### src/hw/bsrc_map.vh
// Purpose: constants of the boundary scan test data register block
// Assumes: 10 MHz system clock samples the test clock pins
// Notes: chain bit 0 is nearest the serial output
`ifndef BSRC_MAP_VH
`define BSRC_MAP_VH

// ==========================================
// instruction register
`define BSRC_IR_W 6
`define BSRC_IR_EXTEST 6'h00
`define BSRC_IR_SAMPLE 6'h01
`define BSRC_IR_IDCODE 6'h02
`define BSRC_IR_HIGHZ 6'h03
`define BSRC_IR_CAPTURE 6'h2d
`define BSRC_IR_CLAMP 6'h3e
`define BSRC_IR_BYPASS 6'h3f

// ==========================================
// boundary chain layout
`define BSRC_N_RX 10
`define BSRC_N_OBS 25
`define BSRC_N_TX 5
`define BSRC_N_BIDI 16
`define BSRC_TX_BASE 25
`define BSRC_BIDI_BASE 30
`define BSRC_CHAIN_W 62
`define BSRC_ID_W 32

// ==========================================
// pin sampling and buffering
`define BSRC_SYNC_STAGES 3
`define BSRC_N_SYNC 45
`define BSRC_FIFO_DEPTH 16
`define BSRC_TCK_PERIOD_NS 800
`define BSRC_CLK_PERIOD_NS 100

`endif

### src/hw/bsrc_fifo.v
// Purpose: snapshot buffer with valid/ready on both sides
// Assumes: DEPTH is a power of two
// Notes: full and empty are exact; no write when full
module bsrc_fifo #(
   parameter WIDTH = 62,
   parameter DEPTH = 16,
   parameter AW = 4
) (
   input wire clock,
   input wire srst,
   input wire in_valid,
   output wire in_ready,
   input wire [WIDTH-1:0] in_data,
   output wire out_valid,
   input wire out_ready,
   output reg [WIDTH-1:0] out_data
);
   reg [WIDTH-1:0] mem [0:DEPTH-1];
   reg [AW:0] wr_r;
   reg [AW:0] rd_r;
   wire push;
   wire pop;
   wire [AW:0] used;

   assign used = wr_r - rd_r;
   assign in_ready = (used != DEPTH[AW:0]);
   assign out_valid = (used != {(AW+1){1'b0}});
   assign push = in_valid & in_ready;
   assign pop = out_valid & out_ready;

   always @(posedge clock) begin
      if (push) begin
         mem[wr_r[AW-1:0]] <= in_data;
      end
   end

   always @(posedge clock) begin
      if (srst) begin
         wr_r <= {(AW+1){1'b0}};
         rd_r <= {(AW+1){1'b0}};
      end else begin
         if (push) begin
            wr_r <= wr_r + 1'b1;
         end
         if (pop) begin
            rd_r <= rd_r + 1'b1;
         end
      end
   end

   always @* begin
      out_data = mem[rd_r[AW-1:0]];
   end
endmodule

### src/hw/bsrc_chain.v
// Purpose: tap controller, boundary, bypass and identification registers
// Assumes: test pins sampled by the 10 MHz clock, tck well below clock/6
// Notes: bidir index 0..3 smbus clk/dat master then slave, 4..14 gpio, 15 wake
`include "bsrc_map.vh"
module bsrc_chain #(
   parameter [`BSRC_ID_W-1:0] ID_VALUE = 32'h00000001, // arbitrary value
   parameter FIFO_DEPTH = `BSRC_FIFO_DEPTH
) (
   input wire clock,
   input wire srst,
   input wire jtag_tck,
   input wire jtag_tms,
   input wire jtag_tdi,
   input wire jtag_trst_n,
   output reg jtag_tdo_out,
   output reg jtag_tdo_oe,
   input wire [`BSRC_N_RX-1:0] rx_lane_pin,
   input wire refclk_mode_select,
   input wire [3:0] master_smbus_addr_strap,
   input wire [3:0] slave_smbus_addr_strap,
   input wire auto_power_disable_n,
   input wire downstream_common_clock,
   input wire upstream_common_clock,
   input wire master_smbus_speed_sel,
   input wire fundamental_reset_n,
   input wire reset_halt_strap,
   input wire [`BSRC_N_TX-1:0] core_tx_data,
   output reg [`BSRC_N_TX-1:0] tx_lane_out,
   input wire [`BSRC_N_BIDI-1:0] core_pad_out,
   input wire [`BSRC_N_BIDI-1:0] core_pad_oe,
   input wire [`BSRC_N_BIDI-1:0] pad_in,
   output reg [`BSRC_N_BIDI-1:0] pad_out,
   output reg [`BSRC_N_BIDI-1:0] pad_oe,
   output wire [`BSRC_CHAIN_W-1:0] snap_data,
   output wire snap_valid,
   input wire snap_ready,
   output wire snap_in_ready
);
   localparam [3:0] ST_TLR = 4'h0;
   localparam [3:0] ST_RTI = 4'h1;
   localparam [3:0] ST_SEL_DR = 4'h2;
   localparam [3:0] ST_CAP_DR = 4'h3;
   localparam [3:0] ST_SH_DR = 4'h4;
   localparam [3:0] ST_EX1_DR = 4'h5;
   localparam [3:0] ST_PA_DR = 4'h6;
   localparam [3:0] ST_EX2_DR = 4'h7;
   localparam [3:0] ST_UPD_DR = 4'h8;
   localparam [3:0] ST_SEL_IR = 4'h9;
   localparam [3:0] ST_CAP_IR = 4'ha;
   localparam [3:0] ST_SH_IR = 4'hb;
   localparam [3:0] ST_EX1_IR = 4'hc;
   localparam [3:0] ST_PA_IR = 4'hd;
   localparam [3:0] ST_EX2_IR = 4'he;
   localparam [3:0] ST_UPD_IR = 4'hf;
   localparam NS = `BSRC_N_SYNC;
   localparam CW = `BSRC_CHAIN_W;

   // ==========================================
   // decode helpers
   function [3:0] tap_next;
      input [3:0] st;
      input tms;
      begin
         case (st)
            ST_TLR: tap_next = tms ? ST_TLR : ST_RTI;
            ST_RTI: tap_next = tms ? ST_SEL_DR : ST_RTI;
            ST_SEL_DR: tap_next = tms ? ST_SEL_IR : ST_CAP_DR;
            ST_CAP_DR: tap_next = tms ? ST_EX1_DR : ST_SH_DR;
            ST_SH_DR: tap_next = tms ? ST_EX1_DR : ST_SH_DR;
            ST_EX1_DR: tap_next = tms ? ST_UPD_DR : ST_PA_DR;
            ST_PA_DR: tap_next = tms ? ST_EX2_DR : ST_PA_DR;
            ST_EX2_DR: tap_next = tms ? ST_UPD_DR : ST_SH_DR;
            ST_UPD_DR: tap_next = tms ? ST_SEL_DR : ST_RTI;
            ST_SEL_IR: tap_next = tms ? ST_TLR : ST_CAP_IR;
            ST_CAP_IR: tap_next = tms ? ST_EX1_IR : ST_SH_IR;
            ST_SH_IR: tap_next = tms ? ST_EX1_IR : ST_SH_IR;
            ST_EX1_IR: tap_next = tms ? ST_UPD_IR : ST_PA_IR;
            ST_PA_IR: tap_next = tms ? ST_EX2_IR : ST_PA_IR;
            ST_EX2_IR: tap_next = tms ? ST_UPD_IR : ST_SH_IR;
            ST_UPD_IR: tap_next = tms ? ST_SEL_DR : ST_RTI;
            default: tap_next = ST_TLR;
         endcase
      end
   endfunction

   // boundary chain selected by either of the two boundary codes
   function sel_boundary;
      input [`BSRC_IR_W-1:0] ir;
      begin
         sel_boundary = (ir == `BSRC_IR_EXTEST) || (ir == `BSRC_IR_SAMPLE);
      end
   endfunction

   function sel_ident;
      input [`BSRC_IR_W-1:0] ir;
      begin
         sel_ident = (ir == `BSRC_IR_IDCODE);
      end
   endfunction

   // ==========================================
   // pin sampling: three flops, change taken when stages two and three agree
   wire [NS-1:0] raw_w;
   reg [NS-1:0] s1_r;
   reg [NS-1:0] s2_r;
   reg [NS-1:0] s3_r;
   reg [NS-1:0] filt_r;
   reg tck_prev_r;

   assign raw_w = {pad_in, reset_halt_strap, fundamental_reset_n, master_smbus_speed_sel,
                   upstream_common_clock, downstream_common_clock, auto_power_disable_n,
                   slave_smbus_addr_strap, master_smbus_addr_strap, refclk_mode_select,
                   rx_lane_pin, jtag_trst_n, jtag_tdi, jtag_tms, jtag_tck};

   always @(posedge clock) begin
      if (srst) begin
         s1_r <= {NS{1'b0}};
         s2_r <= {NS{1'b0}};
         s3_r <= {NS{1'b0}};
         filt_r <= {NS{1'b0}};
         tck_prev_r <= 1'b0;
      end else begin
         s1_r <= raw_w;
         s2_r <= s1_r;
         s3_r <= s2_r;
         filt_r <= (~(s2_r ^ s3_r) & s3_r) | ((s2_r ^ s3_r) & filt_r);
         tck_prev_r <= filt_r[0];
      end
   end

   wire tck_rise = filt_r[0] & ~tck_prev_r;
   wire tck_fall = ~filt_r[0] & tck_prev_r;
   wire tms_f = filt_r[1];
   wire tdi_f = filt_r[2];
   wire trst_f = ~filt_r[3];
   wire [`BSRC_N_OBS-1:0] obs_f = filt_r[4 +: `BSRC_N_OBS];
   wire [`BSRC_N_BIDI-1:0] pad_f = filt_r[4 + `BSRC_N_OBS +: `BSRC_N_BIDI];

   // ==========================================
   // tap controller
   reg [3:0] state_r;
   reg [3:0] state_nxt;

   always @* begin
      state_nxt = state_r;
      if (tck_rise) begin
         state_nxt = tap_next(state_r, tms_f);
      end
   end

   always @(posedge clock) begin
      if (srst || trst_f) begin
         state_r <= ST_TLR;
      end else begin
         state_r <= state_nxt;
      end
   end

   // ==========================================
   // instruction register
   reg [`BSRC_IR_W-1:0] ir_sh_r;
   reg [`BSRC_IR_W-1:0] ir_r;

   always @(posedge clock) begin
      if (srst || trst_f || state_r == ST_TLR) begin
         ir_sh_r <= `BSRC_IR_IDCODE;
         ir_r <= `BSRC_IR_IDCODE;
      end else begin
         if (tck_rise && state_r == ST_CAP_IR) begin
            ir_sh_r <= `BSRC_IR_CAPTURE;
         end else if (tck_rise && state_r == ST_SH_IR) begin
            ir_sh_r <= {tdi_f, ir_sh_r[`BSRC_IR_W-1:1]};
         end
         if (tck_fall && state_r == ST_UPD_IR) begin
            ir_r <= ir_sh_r;
         end
      end
   end

   wire extest_w = (ir_r == `BSRC_IR_EXTEST);
   wire clamp_w = (ir_r == `BSRC_IR_CLAMP);
   wire highz_w = (ir_r == `BSRC_IR_HIGHZ);
   wire pins_held_w = extest_w | clamp_w;

   // ==========================================
   // capture word: observe, tx data, then enable/capture pairs
   wire [CW-1:0] cap_w;

   assign cap_w[`BSRC_N_OBS-1:0] = obs_f;
   assign cap_w[`BSRC_TX_BASE +: `BSRC_N_TX] = core_tx_data;

   genvar gi;
   generate
      for (gi = 0; gi < `BSRC_N_BIDI; gi = gi + 1) begin : g_bidi
         // enable cell samples the core's enable like an output cell
         assign cap_w[`BSRC_BIDI_BASE + 2 * gi] = core_pad_oe[gi];
         // single capture register, mux steered by enable outside external test
         assign cap_w[`BSRC_BIDI_BASE + 2 * gi + 1] =
            (~extest_w & core_pad_oe[gi]) ? core_pad_out[gi] : pad_f[gi];
      end
   endgenerate

   // ==========================================
   // test data registers in parallel
   reg [CW-1:0] bs_sh_r;
   reg byp_r;
   reg [`BSRC_ID_W-1:0] id_sh_r;
   reg [`BSRC_N_TX-1:0] upd_tx_r;
   reg [`BSRC_N_BIDI-1:0] upd_oe_r;
   wire bs_sel_w = sel_boundary(ir_r);
   wire id_sel_w = sel_ident(ir_r);
   wire [`BSRC_N_BIDI-1:0] sh_oe_w;

   generate
      for (gi = 0; gi < `BSRC_N_BIDI; gi = gi + 1) begin : g_oe
         assign sh_oe_w[gi] = bs_sh_r[`BSRC_BIDI_BASE + 2 * gi];
      end
   endgenerate

   always @(posedge clock) begin
      if (srst || trst_f) begin
         bs_sh_r <= {CW{1'b0}};
         byp_r <= 1'b0;
         id_sh_r <= {`BSRC_ID_W{1'b0}};
      end else if (tck_rise) begin
         if (state_r == ST_CAP_DR) begin
            byp_r <= 1'b0;
            id_sh_r <= ID_VALUE;
            if (bs_sel_w) begin
               bs_sh_r <= cap_w;
            end
         end else if (state_r == ST_SH_DR) begin
            // every register sees the same serial input
            byp_r <= tdi_f;
            id_sh_r <= {tdi_f, id_sh_r[`BSRC_ID_W-1:1]};
            if (bs_sel_w) begin
               bs_sh_r <= {tdi_f, bs_sh_r[CW-1:1]};
            end
         end
      end
   end

   // update latches move on the falling edge of update-dr only
   always @(posedge clock) begin
      if (srst || trst_f) begin
         upd_tx_r <= {`BSRC_N_TX{1'b0}};
         upd_oe_r <= {`BSRC_N_BIDI{1'b0}};
      end else if (tck_fall && state_r == ST_UPD_DR && bs_sel_w) begin
         upd_tx_r <= bs_sh_r[`BSRC_TX_BASE +: `BSRC_N_TX];
         upd_oe_r <= sh_oe_w;
      end
   end

   // ==========================================
   // serial output, changed on falling test clock
   reg tdo_src_w;

   always @* begin
      if (state_r == ST_SH_IR) begin
         tdo_src_w = ir_sh_r[0];
      end else if (bs_sel_w) begin
         tdo_src_w = bs_sh_r[0];
      end else if (id_sel_w) begin
         tdo_src_w = id_sh_r[0];
      end else begin
         tdo_src_w = byp_r;
      end
   end

   always @(posedge clock) begin
      if (srst || trst_f) begin
         jtag_tdo_out <= 1'b0;
         jtag_tdo_oe <= 1'b0;
      end else if (tck_fall) begin
         jtag_tdo_oe <= (state_r == ST_SH_DR) || (state_r == ST_SH_IR);
         jtag_tdo_out <= ((state_r == ST_SH_DR) || (state_r == ST_SH_IR)) & tdo_src_w;
      end
   end

   // ==========================================
   // pin drive: tx and enable latches under external test or clamp, enables off under highz, core otherwise; pad data always from core
   always @(posedge clock) begin
      if (srst) begin
         tx_lane_out <= {`BSRC_N_TX{1'b0}};
         pad_out <= {`BSRC_N_BIDI{1'b0}};
         pad_oe <= {`BSRC_N_BIDI{1'b0}};
      end else begin
         tx_lane_out <= pins_held_w ? upd_tx_r : core_tx_data;
         pad_out <= core_pad_out;
         if (pins_held_w) begin
            pad_oe <= upd_oe_r;
         end else if (highz_w) begin
            pad_oe <= {`BSRC_N_BIDI{1'b0}};
         end else begin
            pad_oe <= core_pad_oe;
         end
      end
   end

   // ==========================================
   // boundary snapshots logged at each capture-dr under extest or sample while the buffer has room
   bsrc_fifo #(
      .WIDTH(CW),
      .DEPTH(FIFO_DEPTH),
      .AW(4)
   ) u_snap (
      .clock(clock),
      .srst(srst),
      .in_valid(tck_rise && state_r == ST_CAP_DR && bs_sel_w),
      .in_ready(snap_in_ready),
      .in_data(cap_w),
      .out_valid(snap_valid),
      .out_ready(snap_ready),
      .out_data(snap_data)
   );
endmodule

### config.mk
export PLATFORM = sky130hd
export DESIGN_NAME = bsrc_chain
export DESIGN_NICKNAME = d
export VERILOG_FILES = /design/src/hw/bsrc_fifo.v /design/src/hw/bsrc_chain.v
export VERILOG_INCLUDE_DIRS = /design/src /design/src/hw
export SDC_FILE = /design/constraint.sdc
export NUM_CORES = 1
export LEC_CHECK = 0
export BUFFER_PORTS_ARGS = -buffer_cell sky130_fd_sc_hd__buf_2
export CAP_MARGIN = 0
export CORE_MARGIN = 2
export CORE_UTILIZATION = 45
export CTS_BUF_LIST = sky130_fd_sc_hd__clkbuf_16
export DETAILED_ROUTE_END_ITERATION = 8
export MAX_ROUTING_LAYER = met4
export PLACE_DENSITY = 0.62
export SLEW_MARGIN = 20
export SYNTH_ARGS = -nofsm -noshare
export SYNTH_HDL_FRONTEND = slang
export SYNTH_SLANG_ARGS = --single-unit
### constraint.sdc
create_clock -name clock -period 10.28 [get_ports clock]
set_input_delay 1.028 -clock clock [delete_from_list [all_inputs] [get_ports clock]]
set_output_delay 1.028 -clock clock [all_outputs]
set_load 0.05 [all_outputs]
==> results of run 1 <==
## per-layer routing
layer / track usage / vias to the layer above / wire length [um]
li1: - / 11435 / -
met1: 0.287 / 13737 / 49600
met2: 0.319 / 1024 / 55000
met3: 0.0360 / 172 / 8510
met4: 0.0533 / 0 / 2370
met5: - / - / 0
## flip-flops by register name (all words and copies together) (netlist names), 6 cells and up, named ones only
| name | count |
|---|---|
| u_snap.mem | 992 |
| bs_sh_r | 62 |
| s1_r | 45 |
| s2_r | 45 |
| s3_r | 45 |
| id_sh_r | 31 |
| pad_oe | 16 |
| pad_out | 16 |
| upd_oe_r | 16 |
| ir_r | 6 |
| ir_sh_r | 6 |
## worst register-to-register path: cells and delay by family, from the launching register on
family	cells	cell delay (ns)
buf+inv	1	0.88
simple gates	5	3.09
flops	1	0.33
## cell families after synthesis
family          count (synthesis)
compound gates                305
buf+inv                       176
simple gates                  624
xor+xnor                        3
flops                        1357
mux                           349
fa+ha+maj                       9
## final timing paths
kind / startpoint / to / slack [ns] / cells past startpoint
setup reg to reg: ir_r[2] / u_snap.mem[10][35] / 5.53 / 6
setup / recovery: flop / snap_data[21] / 4.73 / 5
hold reg to reg: s1_r[19] / s2_r[19] / 0.44 / 1
hold / removal: s1_r[19] / s2_r[19] / 0.44 / 1
## per-stage QoR
stage	utilization	setup slack, ns	power, uW	cells
floorplan	-	6.50	7030	2823
global placement	0.478	5.37	7360	4367
detailed placement	0.478	5.32	7380	4368
CTS	0.519	4.53	12300	4626
global route	0.519	4.32	12600	4628
finish	0.519	4.73	12200	4628
## cell usage after synthesis (all sizes together), types with 5 or more instances
cell      n  area, um2
a21oi   127        636
mux2     26        293
nand3    38        190
buf      43        246
a311oi   46        691
nor3      7       51.3
nand2   248        931
dfxtp   365       7310
clkbuf  124        467
o21ai    71        355
and3     16        100
nor2     99        374
o211ai   17        128
inv       9       33.8
nor2b   167       1040
mux2i    13        130
mux4    310       6980
a22oi    17        128
nand2b   27        169
o22ai     5       31.3
edfxtp  992      29800
ha        9        113
## final cells by class
class                           instances  area, um2
Fill cell                            8917      53400
Sequential cell                      1357      37100
Multi-Input combinational cell       1290      12800
Clock buffer                          145       3630
Tap cell                             1488       1860
Timing Repair Buffer                  225       1310
Clock inverter                        113        921
Inverter                                9       33.8
Antenna cell                            1       2.50
## power groups by stage
stage | logic, uW | clock network, uW | registers (uW)
finish | 1310 | 4960 | 5930
global route | 1390 | 5280 | 5930
CTS | 1340 | 5060 | 5930
detailed placement | 1330 | 0 | 6050
global placement | 1300 | 0 | 6060
floorplan | 1000 | 0 | 6030
==> summary.txt, run 1 <==
Synth
  • Simple-Gate Fraction of Synth Area: 0.0598
  • Cells after Synth: 2823
  • Synth Cell Area: about 0.051 mm2
  • Multiplexer area fraction after synthesis: 0.146
  • Synth Register Bits: around 1400
  • Sequential fraction of the synthesis area: 0.734
  • Adder-Cell Fraction of Synth Area: 0.00223
  • Yosys cell types: 58
  • Syn Area/Cell: 17.9 um2
  • Post-synth EDFFs: 992
  • Yosys warnings: 0
  • Commonest register cell after synthesis: edfxtp_1
  • Synth Area in XOR/XNOR: 0.000520
  • Async set or reset register ratio after synthesis: 0
  • Net Count, Synth: approximately 2900
  • Dominant combinational cell family by area after synthesis: multiplexers
  • Compound-Gate Fraction of Synth Area: 0.0426

Timing
  • Worst clock skew: 0.0261 ns
  • Worst Tran Pin Value: around 1.1 ns
  • Final setup fails: 0
  • Setup TNS: 0 ns
  • Final period util: 0.540
  • RSZ-0062 raised after global routing: false
  • Peak Freq: ~180 MHz
  • Max-slew headroom: 0.250
  • Final Max Slew Viols: 0
  • Fin Hold WS: around 0.44 ns
  • Final hold violation count: 0
  • Period minus WS final: roughly 5.6 ns

Global routing
  • First-pass GRT wire length: 172000 um
  • Initial antenna violation count: 7
  • Grt ovf: 0
  • Vias in the first global route: approximately 27000
  • Total track usage: 0.207
  • Largest net degree at the start of global routing: around 140

Cells and area
  • P&R area growth vs syn: 14.1%
  • Commonest cells after routing, fill and taps aside: edfxtp_1, dfxtp_1, mux4_2
  • Commonest non-fill, non-tap cell in the layout: edfxtp_1
  • Share of cells above drive strength 1: 0.266
  • Finished Cell Area: ~0.058 mm2
  • Final #Nets: just over 3000

Detailed routing
  • Total wire length: 116000 um
  • Detail Route Antenna Nets: 0
  • 1st-pass router iterations: 5
  • DRT iter0 DRCs: around 2700
  • Vias: about 26000
  • Drt via density: 5.70
  • DR WL/cell: 25.0 um
  • Number of remaining DRC errors: 0

Clock network
  • CTS tree: done
  • Clock Tree Buf Depth: 3
  • CTS clk-pin slew, worst paths: about 0.06 ns
  • Hold buffer count at cts: 0
  • Clock net sink count: about 1400
  • TritonCTS buffer count: roughly 140
  • Post-CTS setup buffers: 0
  • Post-CTS Resized: 0
  • H-tree levels: 4
  • CTS root buffer: clkbuf_16
  • Worst-skew pair later-pin latency: 0.73 ns

Floorplanning
  • Area of the die: approximately 0.12 mm2
  • Die width: 339 um
  • Row cnt: around 120
  • Die Ht: between 300 and 400 um
  • # IOs: ~190
  • Core Box Area: between 0.1 and 0.15 mm2
  • Initial Util: 0.455

Critical path
  • Crit end category: output pin
  • Critical Path RT: around 9.3 ns
  • CP max FO: 46
  • Buffers & Inverters on Critical Path: 3
  • Delay of the slowest critical-path stage: 0.97 ns
  • Startpoint types: flop
  • Critical path data arrival time: around 4.5 ns
  • CP delay by family, top: buffers and inverters
  • CP Cell Sequence: buf_4, buf_4, mux4_2, mux4_2, buf_2
  • Slowest CP cell: dfxtp_4
  • Critical path class: flop to output pin

Placement
  • Dpl hpwl: about 64000 um
  • Placer Congestion: 0.775
  • Buffers on Ports: ~190
  • Area after DPL: 0.0531 mm2

Pwr
  • Sequential fraction of design power: 0.486
  • Net switching power: 2880 uW
  • Clock network power share: 0.407
  • Gate power share: 0.107
  • Pleak: 0.0183 uW
  • Peak VDD IR: approximately 0.17 mV
  • Switching share of power: 0.236
  • PwrDens: between 200 and 250 mW/mm2
  • Cell Int Power: between 9000 and 10000 uW

Run status
  • Status: completed

Worst hold path
  • Tightest Hold Check Type: flop to flop

Run
  • Total of max-cap violations: 0
(Power assumes the default switching activity.)
==> run 2, diff against run 1 <==
--- a/config.mk
+++ b/config.mk
@@ -6,6 +6,7 @@
 export SDC_FILE = /design/constraint.sdc
 export NUM_CORES = 1
 export LEC_CHECK = 0
+export ABC_AREA = 1
 export BUFFER_PORTS_ARGS = -buffer_cell sky130_fd_sc_hd__buf_2
 export CAP_MARGIN = 0
 export CORE_MARGIN = 2
@@ -13,7 +14,7 @@
 export CTS_BUF_LIST = sky130_fd_sc_hd__clkbuf_16
 export DETAILED_ROUTE_END_ITERATION = 8
 export MAX_ROUTING_LAYER = met4
-export PLACE_DENSITY = 0.62
+export PLACE_DENSITY = 0.64
 export SLEW_MARGIN = 20
 export SYNTH_ARGS = -nofsm -noshare
 export SYNTH_HDL_FRONTEND = slang
==> constraint.sdc (replaced) <==
create_clock -name clock -period 4.6 [get_ports clock]
set_input_delay 0.46 -clock clock [delete_from_list [all_inputs] [get_ports clock]]
set_output_delay 0.46 -clock clock [all_outputs]
set_load 0.05 [all_outputs]
==> summary.txt, run 2 <==
Global routing
  • First-pass GRT wire length: 190000 um (was 172000 um)
  • Vias in the first global route: 31814 (was 26732)
  • Initial antenna violation count: 10 (was 7)
  • Largest net degree at the start of global routing: 174 (was 136)
  • Total track usage: 0.212 (was 0.207)
  • Grt ovf: 0 (unchanged)

Run
  • Total of max-cap violations: 0 (unchanged)

Synth
  • Synth Cell Area: 0.0525 mm2 (was 0.0506 mm2)
  • Synth top cells by count: edfxtp_1, inv_1, a21oi_1, o21ai_0, dfxtp_1 (was edfxtp_1, dfxtp_1, mux4_2, nand2_1, nor2b_1)
  • Sequential fraction of the synthesis area: 0.707 (was 0.734)
  • Cell accounting for the most synthesized area: edfxtp_1 (unchanged)
  • Yosys cell types: 34 (was 58)
  • Post-synth EDFFs: 992 (unchanged)
  • Most instantiated library cell after synthesis: edfxtp_1 (unchanged)
  • Cells after Synth: 4303 (was 2823)
  • Synth Register Bits: 1357 (unchanged)
  • Async set or reset register ratio after synthesis: 0 (unchanged)
  • Yosys top cell area share: 0.568 (was 0.589)
  • Yosys warnings: 0 (unchanged)
  • Net Count, Synth: 4397 (was 2917)
  • Syn Area/Cell: 12.2 um2 (was 17.9 um2)
  • Synth area leaders: edfxtp_1, dfxtp_1, mux2i_1 (was edfxtp_1, dfxtp_1, mux4_2)
  • Commonest register cell after synthesis: edfxtp_1 (unchanged)

Timing
  • Fin Hold WS: 0.0333 ns (was 0.436 ns)
  • Final Max Slew Viols: 0 (unchanged)
  • Worst Tran Pin Value: 1.06 ns (was 1.12 ns)
  • Max-slew headroom: 0.297 (was 0.250)
  • Final period util: 0.790
  • Worst clock skew: 0.0339 ns (was 0.0261 ns)
  • Final hold violation count: 0 (unchanged)
  • Peak Freq: 275 MHz
  • Setup TNS: 0 ns (unchanged)
  • RSZ-0062 raised after global routing: false (unchanged)
  • Period minus WS final: approximately 3.6 ns
  • Final setup fails: 0 (unchanged)
  • Setup ws final: 0.966 ns (was 4.73 ns)

Floorplanning
  • # IOs: 188 (unchanged)
  • Row cnt: 125 (was 122)
  • Die width: 346 um (was 339 um)
  • Die Ht: 346 um (was 339 um)
  • Core Box Area: 0.116 mm2 (was 0.111 mm2)
  • Area of the die: 0.119 mm2 (was 0.115 mm2)
  • Initial Util: 0.453 (was 0.455)

Pwr
  • Peak VDD IR: 0.317 mV (was 0.174 mV)
  • PwrDens: 457 mW/mm2 (was 211 mW/mm2)
  • Pleak: 0.0216 uW (was 0.0183 uW)

Clock network
  • H-tree levels: 4 (unchanged)
  • CTS root buffer: clkbuf_16 (unchanged)
  • Worst-skew pair later-pin latency: 0.75 ns (was 0.73 ns)
  • TritonCTS buffer count: 141 (unchanged)
  • CTS clk-pin slew, worst paths: 0.06 ns (about the same)
  • Clock Tree Buf Depth: 3 (unchanged)
  • CTS tree: done (unchanged)
  • Clock net sink count: 1357 (unchanged)

Critical path
  • FF-to-FF Start: u_snap.wr_r[2] (was ir_r[2])
  • R2r endpoint: u_snap.mem[7][19] (was u_snap.mem[10][35])
  • Reg2Reg Setup Slack: 1.28 ns (was 5.53 ns)
  • Critical Path End: snap_data[9] (was snap_data[21])
  • Critical path class: flop to output pin (unchanged)
  • Critical Path RT: 4.14 ns (was 9.25 ns)
  • Crit end category: output pin (unchanged)
  • Critical path data arrival time: 3.17 ns (was 4.52 ns)
  • R2R depth: 11 (was 6)
  • Startpoint types: flop (unchanged)
  • CP max FO: 137 (was 46)

Detailed routing
  • Number of remaining DRC errors: 0 (unchanged)
  • Detail Route Antenna Nets: 0 (unchanged)
  • 1st-pass router iterations: 7 (was 5)
  • Total wire length: 124000 um (was 116000 um)
  • Vias: 33107 (was 26368)
  • Drt via density: 5.38 (was 5.70)
  • DRT iter0 DRCs: 3225 (was 2663)
  • DR WL/cell: 20.2 um (was 25.0 um)

Cells and area
  • Final #Nets: 4601 (was 3118)
  • Commonest cells after routing, fill and taps aside: edfxtp_1, inv_1, a21oi_1 (was edfxtp_1, dfxtp_1, mux4_2)
  • P&R area growth vs syn: 15.0% (was 14.1%)
  • Max reg flops: 992 (unchanged)
  • Share of cells above drive strength 1: 0.106 (was 0.266)
  • Commonest non-fill, non-tap cell in the layout: edfxtp_1 (unchanged)
  • Finished Cell Area: 0.0603 mm2 (was 0.0577 mm2)
  • Fillers: 9742 (was 8917)

Placement
  • Area after DPL: 0.0553 mm2 (was 0.0531 mm2)
  • Buffers on Ports: 187 (unchanged)
  • Placer Congestion: 0.822 (was 0.775)
  • DP Worst Slack: 1.34 ns (was 5.32 ns)
  • Dpl hpwl: 68300 um (was 63800 um)

Run status
  • Status: completed (unchanged)

Worst hold path
  • Tightest Hold Check Type: input port to flop (was flop to flop)
==> run 2: stage by stage <==
step / power [uW] / util / cells
CTS: 27800 / 0.520 / 6144
finish: 27600 / 0.521 / 6151
global route: 28600 / 0.520 / 6146
detailed placement: 17000 / 0.477 / 5824
global placement: 16900 / 0.477 / 5824
floorplan: 16000 / - / 4303
==> run 2: how the worst min path moves through the flow <==
| stage | end | depth (start not counted) | from |
|---|---|---|---|
| 5_1_grt | pad_out[12] | 3 | core_pad_out[12] |
| 3_3_place_gp | s2_r[0] | 2 | s1_r[0] |
| 4_1_cts | pad_out[1] | 3 | core_pad_out[1] |
| 2_1_floorplan | s2_r[0] | 2 | s1_r[0] |
| 6_report | pad_out[12] | 3 | core_pad_out[12] |
| 3_5_place_dp | s2_r[4] | 2 | s1_r[4] |
==> run 2: final cells by class <==
class,instances,area (um2),share of cell area
sequential,1357,37100,0.615
inverter,481,1820,0.0301
clock buffer,146,3650,0.0606
multi-input combinational,2203,12600,0.209
tap,1524,1910,0.0316
clock inverter,110,768,0.0127
antenna,7,17.5,0.000290
timing repair buffer,323,2460,0.0408
==> run 2: where the power goes <==
| group | switching [uW] | internal [uW] | leakage [uW] |
|---|---|---|---|
| clock network | 4650 | 6160 | 0.00233 |
| registers | 69.0 | 13100 | 0.0122 |
| logic | 2450 | 1100 | 0.00700 |
==> run 2: per-layer routing <==
layer  global-route usage  wire length [um]
met4               0.0601              2650
met2                0.331             58100
met3               0.0275              7590
met1                0.292             56000
met5                    -                 0
==> run 2: kinds of logic (layout without fill, tap and decap cells) <==
group | after synthesis | count (layout) | share of synthesized area
XOR/XNOR | 8 | 8 | 0.00134
other | 0 | 7 | 0
AO/OA/AOI/OAI | 1152 | 1152 | 0.124
AND/OR/NAND/NOR | 789 | 789 | 0.0622
flip-flops | 1357 | 1357 | 0.707
buffers and inverters | 743 | 1060 | 0.0570
adder cells (fa/ha/maj) | 9 | 9 | 0.00215
multiplexers | 245 | 245 | 0.0467
==> run 2: what timing repair did <==
item,4_1_cts,5_1_grt
hold endpoints to repair,62,0
setup endpoints to repair,0,0
gates resized for setup,0,0
hold buffers,64,0
buffers inserted,0,0
==> run 2: worst max-delay path: stages (launching register included) <==
cell and delay (ns):
dfxtp_4 0.70, buf_12 0.56, mux2i_1 0.16, o211ai_1 0.34, nand3_1 0.16, nand2_1 0.14
buf_2 0.27
